===== src/mesl_pkg.sv =====
package mesl_pkg;

    localparam int unsigned ADDR_W = 16;
    localparam int unsigned DATA_W = 16;
    localparam int unsigned NUM_FLAGS = 12;

    // register offsets
    localparam logic [15:0] STATUS_OFS = 16'h0102;
    localparam logic [15:0] ENABLE_OFS = 16'h0104;
    localparam logic [15:0] CONFIG_OFS = 16'h0106;

    // values after reset
    localparam logic [11:0] STATUS_RST = 12'h000;
    localparam logic [11:0] ENABLE_RST = 12'h000;
    localparam logic [7:0]  LIMIT_RST  = 8'h40;
    localparam logic        USER32_RST = 1'b0;

    // config field positions
    localparam int unsigned CFG_USER32_BIT = 0;
    localparam int unsigned CFG_LIMIT_LSB  = 8;

    // status bit positions
    localparam int unsigned BIT_WC_LOSS   = 0;
    localparam int unsigned BIT_RC_LOSS   = 1;
    localparam int unsigned BIT_FS_LOSS   = 2;
    localparam int unsigned BIT_BIP       = 3;
    localparam int unsigned BIT_ACK       = 4;
    localparam int unsigned BIT_NACK      = 5;
    localparam int unsigned BIT_GRANT_TO  = 6;
    localparam int unsigned BIT_SENT      = 7;
    localparam int unsigned BIT_PENDING   = 8;
    localparam int unsigned BIT_RH_CRC    = 9;
    localparam int unsigned BIT_RX_PARITY = 10;
    localparam int unsigned BIT_SOC       = 11;

    // cycle and byte counts
    localparam logic [5:0] CLOCK_LOSS_CYCLES = 6'h20;
    localparam logic [5:0] FS_PERIOD_16      = 6'h10;
    localparam logic [5:0] FS_PERIOD_32      = 6'h20;
    localparam logic [5:0] CELL_BYTES        = 6'h35;

    typedef enum logic {
        RX_IDLE = 1'b0,
        RX_CELL = 1'b1
    } mesl_rx_e;

endpackage


===== src/mesl_sync3.sv =====
`timescale 1ns/1ps
module mesl_sync3 #(
    parameter int unsigned W = 3
) (
    input  wire logic         clk,
    input  wire logic         sys_rst,
    input  wire logic [W-1:0] pin_in,
    output logic      [W-1:0] level_out
);
    logic [W-1:0] s1_q;
    logic [W-1:0] s2_q;
    logic [W-1:0] s3_q;
    logic [W-1:0] lvl_q;
    logic [W-1:0] lvl_d;

    // a change counts once stages two and three agree
    genvar i;
    generate
        for (i = 0; i < W; i++) begin : g_bit
            always_comb begin
                lvl_d[i] = (s2_q[i] == s3_q[i]) ? s3_q[i] : lvl_q[i];
            end
        end
    endgenerate

    always_ff @(posedge clk or posedge sys_rst) begin
        if (sys_rst) begin
            s1_q  <= '0;
            s2_q  <= '0;
            s3_q  <= '0;
            lvl_q <= '0;
        end else begin
            s1_q  <= pin_in;
            s2_q  <= s1_q;
            s3_q  <= s2_q;
            lvl_q <= lvl_d;
        end
    end

    assign level_out = lvl_q;
endmodule


===== src/mesl_top.sv =====
// How it works
// - write clock quiet 32 cycles sets flag
// - read clock quiet 32 cycles sets flag
// - frame sync missing per 16/32 read clocks
// - missing write clock also sets frame-sync flag
// - interleave parity mismatch sets fault flag
// - acknowledged control cell sets flag, not multicast
// - unacknowledged control cell sets flag, not multicast
// - ungranted request past limit sets timeout flag
// - control cell placed on bus sets flag
// - received control cell waiting sets flag
// - routing header check failure sets flag
// - odd parity mismatch on receive sets flag
// - parity fault cells still counted and forwarded
// - start-of-cell framing error sets flag
// - framing-error cells are discarded
// - flag raises interrupt only when enabled
// - interrupt holds until enable or flag clears
`timescale 1ns/1ps
module mesl_top (
    input  wire logic        clk,
    input  wire logic        sys_rst,
    input  wire logic [15:0] reg_addr,
    input  wire logic [15:0] reg_wdata,
    input  wire logic        reg_wr,
    input  wire logic        reg_rd,
    output logic      [15:0] reg_rdata,
    input  wire logic        cb_write_clk,
    input  wire logic        cb_read_clk,
    input  wire logic        cb_frame_sync,
    input  wire logic        bip_mismatch,
    input  wire logic        rh_crc_fail,
    input  wire logic        ctrl_tx_done,
    input  wire logic        ctrl_tx_acked,
    input  wire logic        ctrl_tx_multi,
    input  wire logic        ctrl_tx_sent,
    input  wire logic        ctrl_rx_waiting,
    input  wire logic        cb_request,
    input  wire logic        cb_grant,
    input  wire logic        rx_valid,
    input  wire logic        rx_soc,
    input  wire logic [7:0]  rx_data,
    input  wire logic        rx_parity,
    output logic             rx_cell_accept,
    output logic             rx_cell_drop,
    output logic             irq
);
    logic [2:0]  pin_lvl;
    logic [1:0]  prev_q;
    logic [1:0]  clk_edge, clk_lost;
    logic        rc_rise, fs_miss, grant_to;
    logic [5:0]  loss_cnt_q [2], loss_cnt_d [2];
    logic [5:0]  fs_cnt_q, fs_cnt_d, fs_period;
    logic [7:0]  grant_cnt_q, grant_cnt_d;
    mesl_pkg::mesl_rx_e rx_st_q, rx_st_d;
    logic [5:0]  rx_cnt_q, rx_cnt_d;
    logic        drop_q, drop_d;
    logic        soc_err, par_err, last_byte;
    logic        accept_d, rdrop_d;
    logic [11:0] status_q, status_d;
    logic [11:0] enable_q, enable_d;
    logic        user32_q, user32_d;
    logic [7:0]  limit_q, limit_d;
    logic [11:0] ev, clr;
    logic        irq_d;
    logic [15:0] rdata_d;

    mesl_sync3 #(.W(3)) u_sync (
        .clk      (clk),
        .sys_rst  (sys_rst),
        .pin_in   ({cb_frame_sync, cb_read_clk, cb_write_clk}),
        .level_out(pin_lvl)
    );

    assign clk_edge = pin_lvl[1:0] ^ prev_q;
    assign rc_rise  = pin_lvl[1] & ~prev_q[1];

    // activity watchdog per link clock, saturating at the loss count
    generate
        for (genvar i = 0; i < 2; i++) begin : g_loss
            always_comb begin
                clk_lost[i] = loss_cnt_q[i] == mesl_pkg::CLOCK_LOSS_CYCLES;
                if (clk_edge[i]) begin
                    loss_cnt_d[i] = 6'h00;
                end else if (clk_lost[i]) begin
                    loss_cnt_d[i] = loss_cnt_q[i];
                end else begin
                    loss_cnt_d[i] = loss_cnt_q[i] + 6'h01;
                end
            end
        end
    endgenerate

    // frame sync window counted in read clock rising edges
    always_comb begin
        fs_period = user32_q ? mesl_pkg::FS_PERIOD_32 : mesl_pkg::FS_PERIOD_16;
        fs_miss   = 1'b0;
        fs_cnt_d  = fs_cnt_q;
        if (rc_rise) begin
            if (pin_lvl[2]) begin
                fs_cnt_d = 6'h00;
            end else if (fs_cnt_q >= fs_period - 6'h01) begin
                fs_miss  = 1'b1;
                fs_cnt_d = 6'h00;
            end else begin
                fs_cnt_d = fs_cnt_q + 6'h01;
            end
        end
    end

    // grant wait counter, stops at the programmed limit
    always_comb begin
        grant_to    = 1'b0;
        grant_cnt_d = grant_cnt_q;
        if (!cb_request || cb_grant) begin
            grant_cnt_d = 8'h00;
        end else if (grant_cnt_q == limit_q) begin
            grant_to = 1'b1;
        end else begin
            grant_cnt_d = grant_cnt_q + 8'h01;
        end
    end

    // receive cell framing and parity
    always_comb begin
        rx_st_d   = rx_st_q;
        rx_cnt_d  = rx_cnt_q;
        drop_d    = drop_q;
        soc_err   = 1'b0;
        accept_d  = 1'b0;
        rdrop_d   = 1'b0;
        par_err   = rx_valid && !(^{rx_data, rx_parity});
        last_byte = rx_cnt_q == mesl_pkg::CELL_BYTES - 6'h01;
        if (rx_valid) begin
            case (rx_st_q)
                mesl_pkg::RX_IDLE: begin
                    if (rx_soc) begin
                        rx_st_d  = mesl_pkg::RX_CELL;
                        rx_cnt_d = 6'h01;
                        drop_d   = 1'b0;
                    end else begin
                        soc_err = 1'b1;
                    end
                end
                mesl_pkg::RX_CELL: begin
                    if (rx_soc) begin
                        soc_err  = 1'b1;
                        drop_d   = 1'b1;
                        rx_cnt_d = 6'h01;
                    end else if (last_byte) begin
                        rx_st_d  = mesl_pkg::RX_IDLE;
                        rx_cnt_d = 6'h00;
                        accept_d = !drop_q;
                        rdrop_d  = drop_q;
                    end else begin
                        rx_cnt_d = rx_cnt_q + 6'h01;
                    end
                end
                default: begin
                    rx_st_d  = mesl_pkg::RX_IDLE;
                    rx_cnt_d = 6'h00;
                end
            endcase
        end
    end

    // event vector and status latch
    always_comb begin
        ev = '0;
        ev[mesl_pkg::BIT_WC_LOSS]   = clk_lost[0];
        ev[mesl_pkg::BIT_RC_LOSS]   = clk_lost[1];
        ev[mesl_pkg::BIT_FS_LOSS]   = fs_miss | clk_lost[0];
        ev[mesl_pkg::BIT_BIP]       = bip_mismatch;
        ev[mesl_pkg::BIT_ACK]       = ctrl_tx_done & ctrl_tx_acked
                                      & ~ctrl_tx_multi;
        ev[mesl_pkg::BIT_NACK]      = ctrl_tx_done & ~ctrl_tx_acked
                                      & ~ctrl_tx_multi;
        ev[mesl_pkg::BIT_GRANT_TO]  = grant_to;
        ev[mesl_pkg::BIT_SENT]      = ctrl_tx_sent;
        ev[mesl_pkg::BIT_PENDING]   = ctrl_rx_waiting;
        ev[mesl_pkg::BIT_RH_CRC]    = rh_crc_fail;
        ev[mesl_pkg::BIT_RX_PARITY] = par_err;
        ev[mesl_pkg::BIT_SOC]       = soc_err;
        clr = (reg_wr && reg_addr == mesl_pkg::STATUS_OFS)
              ? reg_wdata[11:0] : 12'h000;
        status_d = (status_q & ~clr) | ev;
        irq_d    = |(status_q & enable_q);
    end

    // register writes and reads
    always_comb begin
        enable_d = enable_q;
        user32_d = user32_q;
        limit_d  = limit_q;
        if (reg_wr && reg_addr == mesl_pkg::ENABLE_OFS) begin
            enable_d = reg_wdata[11:0];
        end
        if (reg_wr && reg_addr == mesl_pkg::CONFIG_OFS) begin
            user32_d = reg_wdata[mesl_pkg::CFG_USER32_BIT];
            limit_d  = reg_wdata[mesl_pkg::CFG_LIMIT_LSB +: 8];
        end
        rdata_d = 16'h0000;
        if (reg_rd) begin
            case (reg_addr)
                mesl_pkg::STATUS_OFS: rdata_d = {4'h0, status_q};
                mesl_pkg::ENABLE_OFS: rdata_d = {4'h0, enable_q};
                mesl_pkg::CONFIG_OFS: rdata_d = {limit_q, 7'h00, user32_q};
                default:              rdata_d = 16'h0000;
            endcase
        end
    end

    always_ff @(posedge clk or posedge sys_rst) begin
        if (sys_rst) begin
            prev_q         <= 2'h0;
            loss_cnt_q[0]  <= 6'h00;
            loss_cnt_q[1]  <= 6'h00;
            fs_cnt_q       <= 6'h00;
            grant_cnt_q    <= 8'h00;
            rx_st_q        <= mesl_pkg::RX_IDLE;
            rx_cnt_q       <= 6'h00;
            drop_q         <= 1'b0;
            rx_cell_accept <= 1'b0;
            rx_cell_drop   <= 1'b0;
            status_q       <= mesl_pkg::STATUS_RST;
            enable_q       <= mesl_pkg::ENABLE_RST;
            user32_q       <= mesl_pkg::USER32_RST;
            limit_q        <= mesl_pkg::LIMIT_RST;
            irq            <= 1'b0;
            reg_rdata      <= 16'h0000;
        end else begin
            prev_q         <= pin_lvl[1:0];
            loss_cnt_q[0]  <= loss_cnt_d[0];
            loss_cnt_q[1]  <= loss_cnt_d[1];
            fs_cnt_q       <= fs_cnt_d;
            grant_cnt_q    <= grant_cnt_d;
            rx_st_q        <= rx_st_d;
            rx_cnt_q       <= rx_cnt_d;
            drop_q         <= drop_d;
            rx_cell_accept <= accept_d;
            rx_cell_drop   <= rdrop_d;
            status_q       <= status_d;
            enable_q       <= enable_d;
            user32_q       <= user32_d;
            limit_q        <= limit_d;
            irq            <= irq_d;
            reg_rdata      <= rdata_d;
        end
    end
endmodule


===== config.mk =====
export PLATFORM = sky130hd
export DESIGN_NAME = mesl_top
export DESIGN_NICKNAME = d
export VERILOG_FILES = /design/src/mesl_pkg.sv /design/src/mesl_sync3.sv /design/src/mesl_top.sv
export SDC_FILE = /design/constraint.sdc
export NUM_CORES = 1
export LEC_CHECK = 0
export BUFFER_PORTS_ARGS = -buffer_cell sky130_fd_sc_hd__buf_2
export CAP_MARGIN = 25
export CORE_ASPECT_RATIO = 0.5
export CORE_MARGIN = 5
export CORE_UTILIZATION = 60
export DETAILED_ROUTE_END_ITERATION = 7
export GPL_ROUTABILITY_DRIVEN = 0
export PLACE_DENSITY = 0.94
export SETUP_SLACK_MARGIN = 0.3
export SLEW_MARGIN = 20
export SYNTH_ARGS = -nofsm -noshare
export SYNTH_HDL_FRONTEND = slang
export SYNTH_HIERARCHICAL = 1
export SYNTH_SLANG_ARGS = --single-unit

===== constraint.sdc =====
create_clock -name clk -period 4.1 [get_ports clk]
set_input_delay 0.205 -clock clk [delete_from_list [all_inputs] [get_ports clk]]
set_output_delay 0.205 -clock clk [all_outputs]
set_load 0.01 [all_outputs]

### Yosys cells after proc, flatten, opt, wreduce, memory -nomap -nowiden

Cells that the tools add are included.

| storage, ports and cells | value |
|---|---|
| output and inout port bits | 19 |
| bits in registers | 100 |
| word-level logic and storage cells | 110 |
| input port bits | 59 |

| operators by class | value |
|---|---|
| multiplexer cells | 39 |
| $lt $le $gt $ge | 1 |
| bitwise gates (word level) | 15 |
| equal/unequal tests | 15 |
| add/subtract/negate cells | 6 |
| reduce and logical (&&, ||, !) cells | 12 |

Operators by type and width:

| cell | count |
|---|---|
| two-way mux 6 bit | 10 |
| equality test 16 x 9 -> 1 bit, second input constant | 3 |
| case mux 16 bit (3 select lines) | 1 |
| adder 6 x 1 -> 6 bit, second input constant | 4 |
| bitwise AND 12 bit | 2 |
| two-way mux 1 bit | 20 |
| equality test 6 bit, second input constant | 3 |
| two-way mux 16 bit | 1 |
| two-way mux 8 bit | 2 |
| two-way mux 12 bit | 1 |
| NOT 12 bit | 1 |
| bitwise OR 12 bit | 1 |
| case mux 6 bit (2 select lines) | 1 |
| OR reduction 12 bit | 1 |
| != test 2 bit, second input constant | 5 |
| parity 9 bit | 1 |
| adder 8 x 1 -> 8 bit, second input constant | 1 |
| equality test 8 bit | 1 |
| >= comparator 6 bit | 1 |
| case mux 1 bit (2 select lines) | 3 |
| subtractor 6 x 1 -> 6 bit, second input constant | 1 |
| bitwise AND 1 bit | 5 |
| logical AND 1 bit | 4 |
| NOT 1 bit | 4 |
| other kinds (7) | 11 |

### Longest topological paths before layout

Gate-level depths: netlist of run 1.

| logic depth | value |
|---|---|
| depth after elaboration | 8 |
| depth in mapped cells | 7 |
| depth with buffers taken out | 7 |

### Hierarchy

Netlist of run 1, hierarchy kept.

Modules (own cells, without submodules):

| module | sequential area each (um^2) | instances | cells an instance | area each (um^2) |
|---|---|---|---|---|
| mesl_top | 2203.4 | 1 | 367 | 4177.8 |
| mesl_sync3 | 300.3 | 1 | 16 | 337.8 |

### Least setup slack after synthesis of run 1

OpenSTA, ideal clock, no wires.

| path | value |
|---|---|
| path kind | input -> register |
| start point | in reg_addr[0] |
| end point | reg enable_q[0] |
| path slack | 2.325 ns |
| data required time | 3.975 ns |
| library setup time | 0.125 ns |
| cell stages on the path | 6 |
| arrival time | 1.650 ns |
| path buffers | 1 |
| path through | or4b_4 nor2_2 nand4_2 nand2b_4 buf_6 mux2_4 |

| between the ends | value |
|---|---|
| cells in the longest elaborated chain, start to end | 2 |

Ends and longest elaborated chain:

| element | RTL line | source |
|---|---|---|
| from (decl) | mesl_top.sv:23 | `input wire logic [15:0] reg_addr,` |
| equality test 16 x 9 -> 1 bit | mesl_top.sv:195 | `if (reg_wr && reg_addr == mesl_pkg::ENABLE_OFS) begin` |
| logical AND 1 bit | mesl_top.sv:195 |  |
| to (signal assigned) | mesl_top.sv:226 | `enable_q <= mesl_pkg::ENABLE_RST;` |
| to (signal assigned) | mesl_top.sv:243 | `enable_q <= enable_d;` |
| to (decl) | mesl_top.sv:61 | `logic [11:0] enable_q, enable_d;` |

Every way passes these cells.
A chain may end at the register's enable or synchronous reset.

### Final worst setup path of run 1

| path | value |
|---|---|
| start point | reg rx_st_q |
| end point | reg rx_cnt_q[5] |

| between the ends | value |
|---|---|
| cells in the longest elaborated chain, start to end | 3 |
| elaborated cells on any way between the ends | 4 |
| classes of those cells | eq/ne (1); mux (1); bitwise (1); reduce/logical (1) |

Ends and longest elaborated chain:

| element | RTL line | source |
|---|---|---|
| from (decl) | mesl_top.sv:55 | `mesl_pkg::mesl_rx_e rx_st_q, rx_st_d;` |
| from (signal assigned) | mesl_top.sv:220 | `rx_st_q <= mesl_pkg::RX_IDLE;` |
| from (signal assigned) | mesl_top.sv:237 | `rx_st_q <= rx_st_d;` |
| NOT 1 bit | n/a |  |
| != test 2 bit (no source line) | n/a |  |
| AND reduction 2 bit (no source line) | n/a |  |
| to (signal assigned) | mesl_top.sv:238 | `rx_cnt_q <= rx_cnt_d;` |
| to (decl) | mesl_top.sv:56 | `logic [5:0] rx_cnt_q, rx_cnt_d;` |

Several ways; a longest one is shown, not always the timed one.

==> metrics.cfg, run 1 <==
[routing]
antenna_left = 0
vias = 3250
viasPerCell = 5.71
initialDrtViolationCount = 212
wirelength_um = 9720
drc = 0
wl_per_cell_um = 17.1
dr.pass1.iters = 4

[logic_synthesis]
synth_top_cells_by_area = dfrtp_1 55%, mux2_2 4.5%, xnor2_1 4.3%, ha_1 3.3%, mux2_4 3.3%
synth_seq_cells = 100
ys.flop_type = dfrtp_1
synth.cell_area_um2 = 4520
synth_edf_count = 0
synth_cells = 383
synth_seq_area_share_pct = 55.4
yosys_warnings = 6
synth.most_common_cell = dfrtp_1
yosysTopAreaCell = dfrtp_1
yosys-top-cells-count = 99 x dfrtp_1, 35 x nor2_1, 29 x nand2_1
avgSynthCellArea_um2 = 11.8
syn-num-nets = 454
yosysUniqueCellTypes = 50
async_reset_ff_share_pct = 100
synth_top_area_share_pct = 54.9

[clock_tree]
clk_pin_slew_ps = 70
cts_max_level = 3
clockBufferDepth = 2
cts_root_buffer = clkbuf_16
cts_tree = built
cts-resized-gates = 0
cts_made_buffers = 9
numClockSinks = 100
clock_latency_ps = 350

[sta]
maxSlewViolCount = 0
clock-skew-final_ps = 7.45
whs_ps = 40.1
fmax_ghz = 0.491
fin_crit_sh_pct = 49.7
hold_violations = 0
setup_tns_ps = 0
slew_headroom_pct = 35.6
fin_ws_ps = 2060
rsz0062_at_grt = no
finalSetupViolations = 0
fin_crit_ps = 2040
worstMarginPinSlew_ps = 964

[die]
num_rows = 22
die_w_um = 133
floorplan.initialDensity_pct = 61.7
core_um2 = 7320
die_area_um2 = 9470
ioPinCount = 78
die_y_um = 71.3

[placement]
place_area_um2 = 4990
post-dp-hpwl_um = 6740
io_buffers = 77
place_ws_ps = 1990

[worst_setup_path]
rrSetupSlack_ps = 2060
start_kind = register
endpoint_kind = register
cpPeakStageDelay_ps = 400
crit_fanout = 7
crit_buf_inv = 1
crit_arrival_ps = 2260
cp.required_ps = 4320
crit_slowest_cell = nor2b_1
cp_top_family = simple AND/OR/NAND/NOR gates
worstSetupPathType = register to register
path_cells = inv_1 -> ha_1 -> nor2b_1 -> nand4_1 -> or2_2 -> xor2_1 -> nor2_1
reg2reg_depth = 7
worst-path-stages = 7

[finish]
area_growth_pct = 18.6
fin_nets = 539
diodes = 0
drive_gt1_share_pct = 29.2
multi_input_area_um2 = 1900
regArea_um2 = 2500
fill_cells = 470
design_area_um2 = 5360

[pwr]
p_sw_mw = 0.537
pwr-share-seq_pct = 48.5
combPwrFrac_pct = 10.4
p_leak_nw = 2.60
power_density_nw_per_um2 = 416
p_int_mw = 1.69
max-vdd-ir-drop_mv = 0.271
netSwitchingFraction_pct = 24.1
clkPwrFrac_pct = 41.1

[global_route]
first_global_vias = 3311
grt_pass1_wl_um = 16000
grt_max_degree = 57
antenna_found_initial = 0
gr-total-overflow = 0
grtUsageTotal_pct = 21.7

[hold_path]
min_path_type = input pin to register
hold_path_depth = 2

[outcome]
status = finished, final reports clean

[flow_run]
drv_cap = 0

## cell families after synthesis
family | synth area share (%)
xor+xnor | 7.18
compound gates | 7.62
flops | 55.4
fa+ha+maj | 4.07
simple gates | 14.7
buf+inv | 2.49
mux | 8.48
## layout by cell type (no fill, tap or decap), drive strengths merged, types with 2 or more instances in the layout
| cell | Yosys | layout |
|---|---|---|
| dfrtp | 99 | 99 |
| buf | 3 | 78 |
| nor2 | 37 | 37 |
| nand2 | 29 | 29 |
| mux2 | 28 | 28 |
| xnor2 | 22 | 22 |
| inv | 19 | 20 |
| xor2 | 15 | 15 |
| nand3 | 12 | 12 |
| a22oi | 12 | 12 |
| ha | 12 | 12 |
| o21ai | 10 | 10 |
| and2 | 10 | 10 |
| clkbuf | 5 | 10 |
| nand4 | 8 | 8 |
| a21oi | 7 | 7 |
| nand2b | 5 | 5 |
| nor2b | 4 | 4 |
| o2bb2ai | 4 | 4 |
| a22o | 4 | 4 |
| a21o | 4 | 4 |
| dlygate4sd3 | 0 | 4 |
| a221oi | 3 | 3 |
| mux2i | 3 | 3 |
| maj3 | 3 | 3 |
| nor4b | 3 | 3 |
| nor4 | 2 | 2 |
| or2 | 2 | 2 |
| o2111ai | 2 | 2 |
| nor3 | 2 | 2 |
| and3 | 2 | 2 |
| clkinv | 0 | 2 |
| bufinv | 0 | 2 |
## per-layer routing
metal	GRT usage, %	routed length [µm]	up-vias
li1	-	-	1499
met1	26.1	3930	1630
met2	37.4	5100	104
met3	5.89	515	17
met4	9.22	172	0
met5	0	0	-
## timing repair
item	in CTS	in global routing
hold endpoints to repair	15	0
hold buffers	4	0
buffers inserted	0	0
setup endpoints to repair	0	0
## flip-flops by register name (all words and copies together) (netlist names), 6 cells and up
register     count
rx_cnt_q         6
loss_cnt_q      12
grant_cnt_q      8
limit_q          8
status_q        12
fs_cnt_q         6
enable_q        12
reg_rdata       16
## worst reg2reg max path: stages (launching register included)
cell,delay [ps]
dfrtp_1,380
inv_1,100
ha_1,200
nor2b_1,400
nand4_1,250
or2_2,370
xor2_1,150
nor2_1,60
## cell type report
type | count | area share (%)
clock inverter | 6 | 1.61
timing repair buffer | 82 | 8.08
multi-input combinational | 256 | 35.5
tap | 96 | 2.24
inverter | 19 | 1.38
clock buffer | 10 | 4.46
sequential | 100 | 46.8
## through the flow
step / total power, mW / util, % / cells
3_5_place_dp: 1.32 / 68.1 / 549
6_report: 2.23 / 73.1 / 569
3_3_place_gp: 1.30 / 68.1 / 549
4_1_cts: 2.24 / 73.1 / 569
2_1_floorplan: 1.23 / - / 383
5_1_grt: 2.32 / 73.1 / 569
## power groups by stage
stage | logic (mW) | registers [mW] | clock network (mW)
final | 0.232 | 1.08 | 0.916
after global routing | 0.260 | 1.09 | 0.971
after CTS | 0.235 | 1.08 | 0.924
after detailed placement | 0.224 | 1.10 | 0
after global placement | 0.208 | 1.09 | 0
after floorplan | 0.152 | 1.08 | 0
## worst paths after layout
| kind | from | to |
|---|---|---|
| worst max-delay path | rx_st_q$_DFFE_PP0P_ | rx_cnt_q[5]$_DFFE_PP0P_ |
| worst min-delay path | ctrl_rx_waiting | status_q[8]$_DFF_PP0_ |
| worst max register to register | rx_st_q$_DFFE_PP0P_ | rx_cnt_q[5]$_DFFE_PP0P_ |
| worst min register to register | u_sync/s1_q[0]$_DFF_PP0_ | u_sync/s2_q[0]$_DFF_PP0_ |
| max in group asynchronous | sys_rst | limit_q[6]$_DFFE_PP1P_ |
| min in group asynchronous | sys_rst | u_sync/s1_q[2]$_DFF_PP0_ |
(Power assumes the default switching activity.)
==> run 2: changes to the inputs <==
--- a/config.mk
+++ b/config.mk
@@ -9,10 +9,10 @@
 export CAP_MARGIN = 25
 export CORE_ASPECT_RATIO = 0.5
 export CORE_MARGIN = 5
-export CORE_UTILIZATION = 60
+export CORE_UTILIZATION = 50
 export DETAILED_ROUTE_END_ITERATION = 7
 export GPL_ROUTABILITY_DRIVEN = 0
-export PLACE_DENSITY = 0.94
+export PLACE_DENSITY = 0.84
 export SETUP_SLACK_MARGIN = 0.3
 export SLEW_MARGIN = 20
 export SYNTH_ARGS = -nofsm -noshare
==> constraint.sdc (replaced) <==
create_clock -name clk -period 1.7 [get_ports clk]
set_input_delay 0.085 -clock clk [delete_from_list [all_inputs] [get_ports clk]]
set_output_delay 0.085 -clock clk [all_outputs]
set_load 0.01 [all_outputs]
==> metrics.cfg, run 2 (same netlist as run 1, synthesis figures left out) <==
[die]
ioPinCount = 78
die_area_um2 = 11100
num_rows = 24
floorplan.initialDensity_pct = 51.5
die_y_um = 77.2
core_um2 = 8770
die_w_um = 144

[global_route]
grtUsageTotal_pct = 20.4
antenna_found_initial = 0
grt_pass1_wl_um = 17900
first_global_vias = 3642
grt_max_degree = 46
gr-total-overflow = 0

[sta]
rsz0062_at_grt = yes
clock-skew-final_ps = 13.5
worstMarginPinSlew_ps = 602
maxSlewViolCount = 0
fin_crit_ps = 1670
fin_ws_ps = 34.8
fin_crit_sh_pct = 98.0
fmax_ghz = 0.601
finalSetupViolations = 0
setup_tns_ps = 0
slew_headroom_pct = 59.7
hold_violations = 0

[clock_tree]
numClockSinks = 100
clock_latency_ps = 350
clockBufferDepth = 2
cts_tree = built
cts_max_level = 3
cts_root_buffer = clkbuf_16
clk_pin_slew_ps = 70
cts_made_buffers = 9

[worst_setup_path]
start_kind = register
crit_arrival_ps = 1880
path_cells = xnor2_2 -> nand4_1 -> buf_4 -> or2_4 -> mux2i_1 -> nor2_1
worstSetupPathType = register to register
crit_fanout = 3
cp.required_ps = 1920
crit_slowest_cell = dfstp_2
cpPeakStageDelay_ps = 560
endpoint_kind = register

[hold_path]
min_path_type = input pin to register

[routing]
dr.pass1.iters = 7
drc = 0
wl_per_cell_um = 18.2
initialDrtViolationCount = 204
viasPerCell = 5.40
antenna_left = 0
wirelength_um = 11800
vias = 3495

[finish]
fill_cells = 547
layout_commonest_cell = dfrtp_1
drive_gt1_share_pct = 41.7
layout_common_cells = 98 x dfrtp_1, 75 x buf_2, 37 x buf_4
regMostFlops = reg_rdata
fin_nets = 596
largest_reg_flops = 16
utilization_pct = 70.4
diodes = 0
area_growth_pct = 36.8

[flow_run]
drv_cap = 0

[placement]
post-dp-hpwl_um = 6840
io_buffers = 77
place_ws_ps = -148

[pwr]
max-vdd-ir-drop_mv = 0.578
power_density_nw_per_um2 = 899
p_leak_nw = 2.92

[outcome]
status = finished, final reports clean

==> run 2: routing by layer <==
layer,global-route usage [%],part of all wire [%],vias to the layer above
met4,8.47,2.1,0
met3,4.91,7.0,29
li1,-,-,1602
met2,35.6,52,151
met5,0,0,-
met1,24.1,39,1713
==> run 2: layout make-up <==
type	count	area (µm²)	share of cell area [%]
clock inverter	5	61.3	0.993
inverter	19	75.1	1.22
tap	117	146	2.37
multi-input combinational	258	2240	36.3
timing repair buffer	137	917	14.8
sequential	100	2500	40.6
clock buffer	11	233	3.77
==> run 2: stage by stage <==
stage	cells	hold slack (ps)	area, µm²	power (mW)
after floorplan	383	-50.3	4560	2.98
after global placement	580	119	5140	3.15
after detailed placement	580	128	5140	3.18
after CTS	634	17.7	5890	5.33
after global routing	647	21.3	6180	5.79
final	647	33.4	6180	5.55
==> run 2: path summary, 6_finish.rpt <==
| check | end | cells after the start | slack [ps] | startpoint |
|---|---|---|---|---|
| worst max-delay path | grant_cnt_q[1]$_DFFE_PP0N_ | 6 | 30 | limit_q[6]$_DFFE_PP1P_ |
| worst min-delay path | limit_q[2]$_DFFE_PP0P_ | 2 | 30 | reg_wdata[10] |
| worst max register to register | grant_cnt_q[1]$_DFFE_PP0N_ | 6 | 30 | limit_q[6]$_DFFE_PP1P_ |
| worst min register to register | u_sync/s2_q[1]$_DFF_PP0_ | 0 | 350 | u_sync/s1_q[1]$_DFF_PP0_ |
| max in group asynchronous | enable_q[5]$_DFFE_PP0P_ | 4 | 710 | sys_rst |
| min in group asynchronous | loss_cnt_q[3]$_DFFE_PP0P_ | 3 | 290 | sys_rst |
==> run 2: report_power, final <==
group	total, mW	leakage [nW]	switching, mW	internal (mW)
combinational	0.904	1.50	0.417	0.487
clock	2.04	0.144	0.887	1.15
sequential	2.61	1.28	0.119	2.49
total	5.55	2.92	1.42	4.13
==> run 2: worst max-delay path, delay by kind of cell, from the launching register on <==
kind                      cells  cell delay (ps)
DFF                           1              560
and+or+nand+nor               3              490
buffers and inverters         1              200
muxes                         1              170
xor gates and xnor gates      1              110
==> run 2: repair_timing <==
action | in CTS | in global routing
hold buffers | 21 | 0
setup endpoints to repair | 56 | 55
buffers inserted | 15 | 13
pin swaps | 22 | 21
cloned | 2 | 0
resized for setup | 29 | 42
endpoints found under the hold margin | 48 | 0
==> run 3: changes to the inputs <==
--- a/config.mk
+++ b/config.mk
@@ -9,11 +9,11 @@
 export CAP_MARGIN = 25
 export CORE_ASPECT_RATIO = 0.5
 export CORE_MARGIN = 5
-export CORE_UTILIZATION = 50
+export CORE_UTILIZATION = 56
 export DETAILED_ROUTE_END_ITERATION = 7
 export GPL_ROUTABILITY_DRIVEN = 0
-export PLACE_DENSITY = 0.84
-export SETUP_SLACK_MARGIN = 0.3
+export PLACE_DENSITY = 0.89
+export SKIP_LAST_GASP = 1
 export SLEW_MARGIN = 20
 export SYNTH_ARGS = -nofsm -noshare
 export SYNTH_HDL_FRONTEND = slang
==> constraint.sdc (replaced) <==
create_clock -name clk -period 1.82 [get_ports clk]
set_input_delay 0.091 -clock clk [delete_from_list [all_inputs] [get_ports clk]]
set_output_delay 0.091 -clock clk [all_outputs]
set_load 0.01 [all_outputs]
==> metrics.cfg, run 3 (same netlist as run 1, synthesis figures left out) <==
[outcome]
status = finished, final reports clean

[finish]
utilization_pct = 70.7
multi_input_area_um2 = 1910
regArea_um2 = 2500
layout_common_cells = 99 x dfrtp_1, 77 x buf_2, 35 x nor2_1
diodes = 0
fill_cells = 529
drive_gt1_share_pct = 29.8
regMostFlops = reg_rdata
largest_reg_flops = 16
design_area_um2 = 5600
layout_commonest_cell = dfrtp_1
area_growth_pct = 23.9
fin_nets = 563

[worst_setup_path]
path_cells = xnor2_1 -> nand4_1 -> o2111ai_2 -> nor3_2 -> mux2_2
cp.required_ps = 2050
reg2reg_depth = 5
worst-path-stages = 5
rrSetupSlack_ps = 80
crit_buf_inv = 0
crit_fanout = 5
crit_arrival_ps = 1970
worstSetupPathType = register to register
cp_top_family = flip-flops
endpoint_kind = register
start_kind = register
crit_slowest_cell = dfstp_2
cpPeakStageDelay_ps = 550

[pwr]
max-vdd-ir-drop_mv = 0.490
p_leak_nw = 2.69
power_density_nw_per_um2 = 869

[routing]
vias = 3273
wl_per_cell_um = 15.9
viasPerCell = 5.37
initialDrtViolationCount = 285
dr.pass1.iters = 5
drc = 0
wirelength_um = 9690
antenna_left = 0

[clock_tree]
cts_max_level = 3
clk_pin_slew_ps = 70
clock_latency_ps = 340
cts_made_buffers = 9
clockBufferDepth = 2
post_cts_buffers = 0
numClockSinks = 100
cts_root_buffer = clkbuf_16
cts_tree = built

[sta]
fin_crit_sh_pct = 95.4
slew_headroom_pct = 71.8
setup_tns_ps = 0
maxSlewViolCount = 0
rsz0062_at_grt = no
fin_crit_ps = 1740
worstMarginPinSlew_ps = 422
hold_violations = 0
finalSetupViolations = 0
whs_ps = 18.6
clock-skew-final_ps = 6.72
fmax_ghz = 0.576

[die]
die_y_um = 73.5
die_area_um2 = 10100
floorplan.initialDensity_pct = 57.1
ioPinCount = 78
num_rows = 23
core_um2 = 7910
die_w_um = 137

[placement]
post-dp-hpwl_um = 6850
io_buffers = 77
place_area_um2 = 5080

[hold_path]
min_path_type = input pin to register
hold_path_depth = 2

[global_route]
grt_pass1_wl_um = 15900
grt_max_degree = 43
met1_usage_pct = 25.5
grt_use_met3_pct = 4.99
antenna_found_initial = 0
gr-total-overflow = 0
grtUsageTotal_pct = 20.6
grt.busiest_layer = met2
first_global_vias = 3329
met2_usage_pct = 35.6

[flow_run]
drv_cap = 0

-- run 3: cell count changes in the layout (fill, tap and decap cells not counted), sizes merged --
cell         change
buf             -30
clkinv           -2
dlygate4sd3      -1
inv              +1
nand2b           -1
clkinvlp         +3
nor2             -1
clkbuf           -2
-- run 3: layer usage --
metal / share of wire, % / vias to the layer above / wire [µm]
li1: - / 1540 / -
met1: 43 / 1639 / 4120
met2: 52 / 78 / 5030
met3: 4.1 / 16 / 401
met4: 1.4 / 0 / 137
met5: 0 / - / 0
-- run 3: area by class of cell --
cell class | count | area share [%]
flip-flops and latches | 100 | 44.7
multi-input cells | 256 | 34.1
repair buffers | 106 | 11.9
clock buffers | 9 | 4.03
well taps | 112 | 2.50
clock inverters | 7 | 1.34
inverters | 19 | 1.34
-- run 3: report_power, final --
| part | internal, mW | switching (mW) | leakage, nW |
|---|---|---|---|
| registers | 2.33 | 0.0980 | 1.28 |
| clock network | 1.07 | 0.829 | 0.138 |
| logic | 0.265 | 0.268 | 1.27 |
| total | 3.66 | 1.20 | 2.69 |
-- run 3: final timing paths --
check | from | end
max | limit_q[6]$_DFFE_PP1P_ | grant_cnt_q[7]$_DFFE_PP0N_
max reg2reg | limit_q[6]$_DFFE_PP1P_ | grant_cnt_q[7]$_DFFE_PP0N_
min reg2reg | u_sync/s1_q[0]$_DFF_PP0_ | u_sync/s2_q[0]$_DFF_PP0_
max in group asynchronous | sys_rst | limit_q[6]$_DFFE_PP1P_
min | reg_wdata[10] | enable_q[10]$_DFFE_PP0P_
min in group asynchronous | sys_rst | enable_q[3]$_DFFE_PP0P_
-- run 3: what timing repair did --
| item | CTS | global route |
|---|---|---|
| endpoints found under the hold margin | 47 | 0 |
| setup endpoints to repair | 0 | 1 |
| resized for setup | 0 | 2 |
| hold buffers | 20 | 0 |
-- run 3: stage by stage --
stage / cells / total power, mW / setup slack, ps
2_1_floorplan: 383 / 2.78 / 159
3_3_place_gp: 573 / 2.94 / 20.6
3_5_place_dp: 573 / 2.97 / -36.9
4_1_cts: 609 / 4.90 / 37.9
5_1_grt: 609 / 5.08 / 5.32
6_report: 609 / 4.86 / 83.0
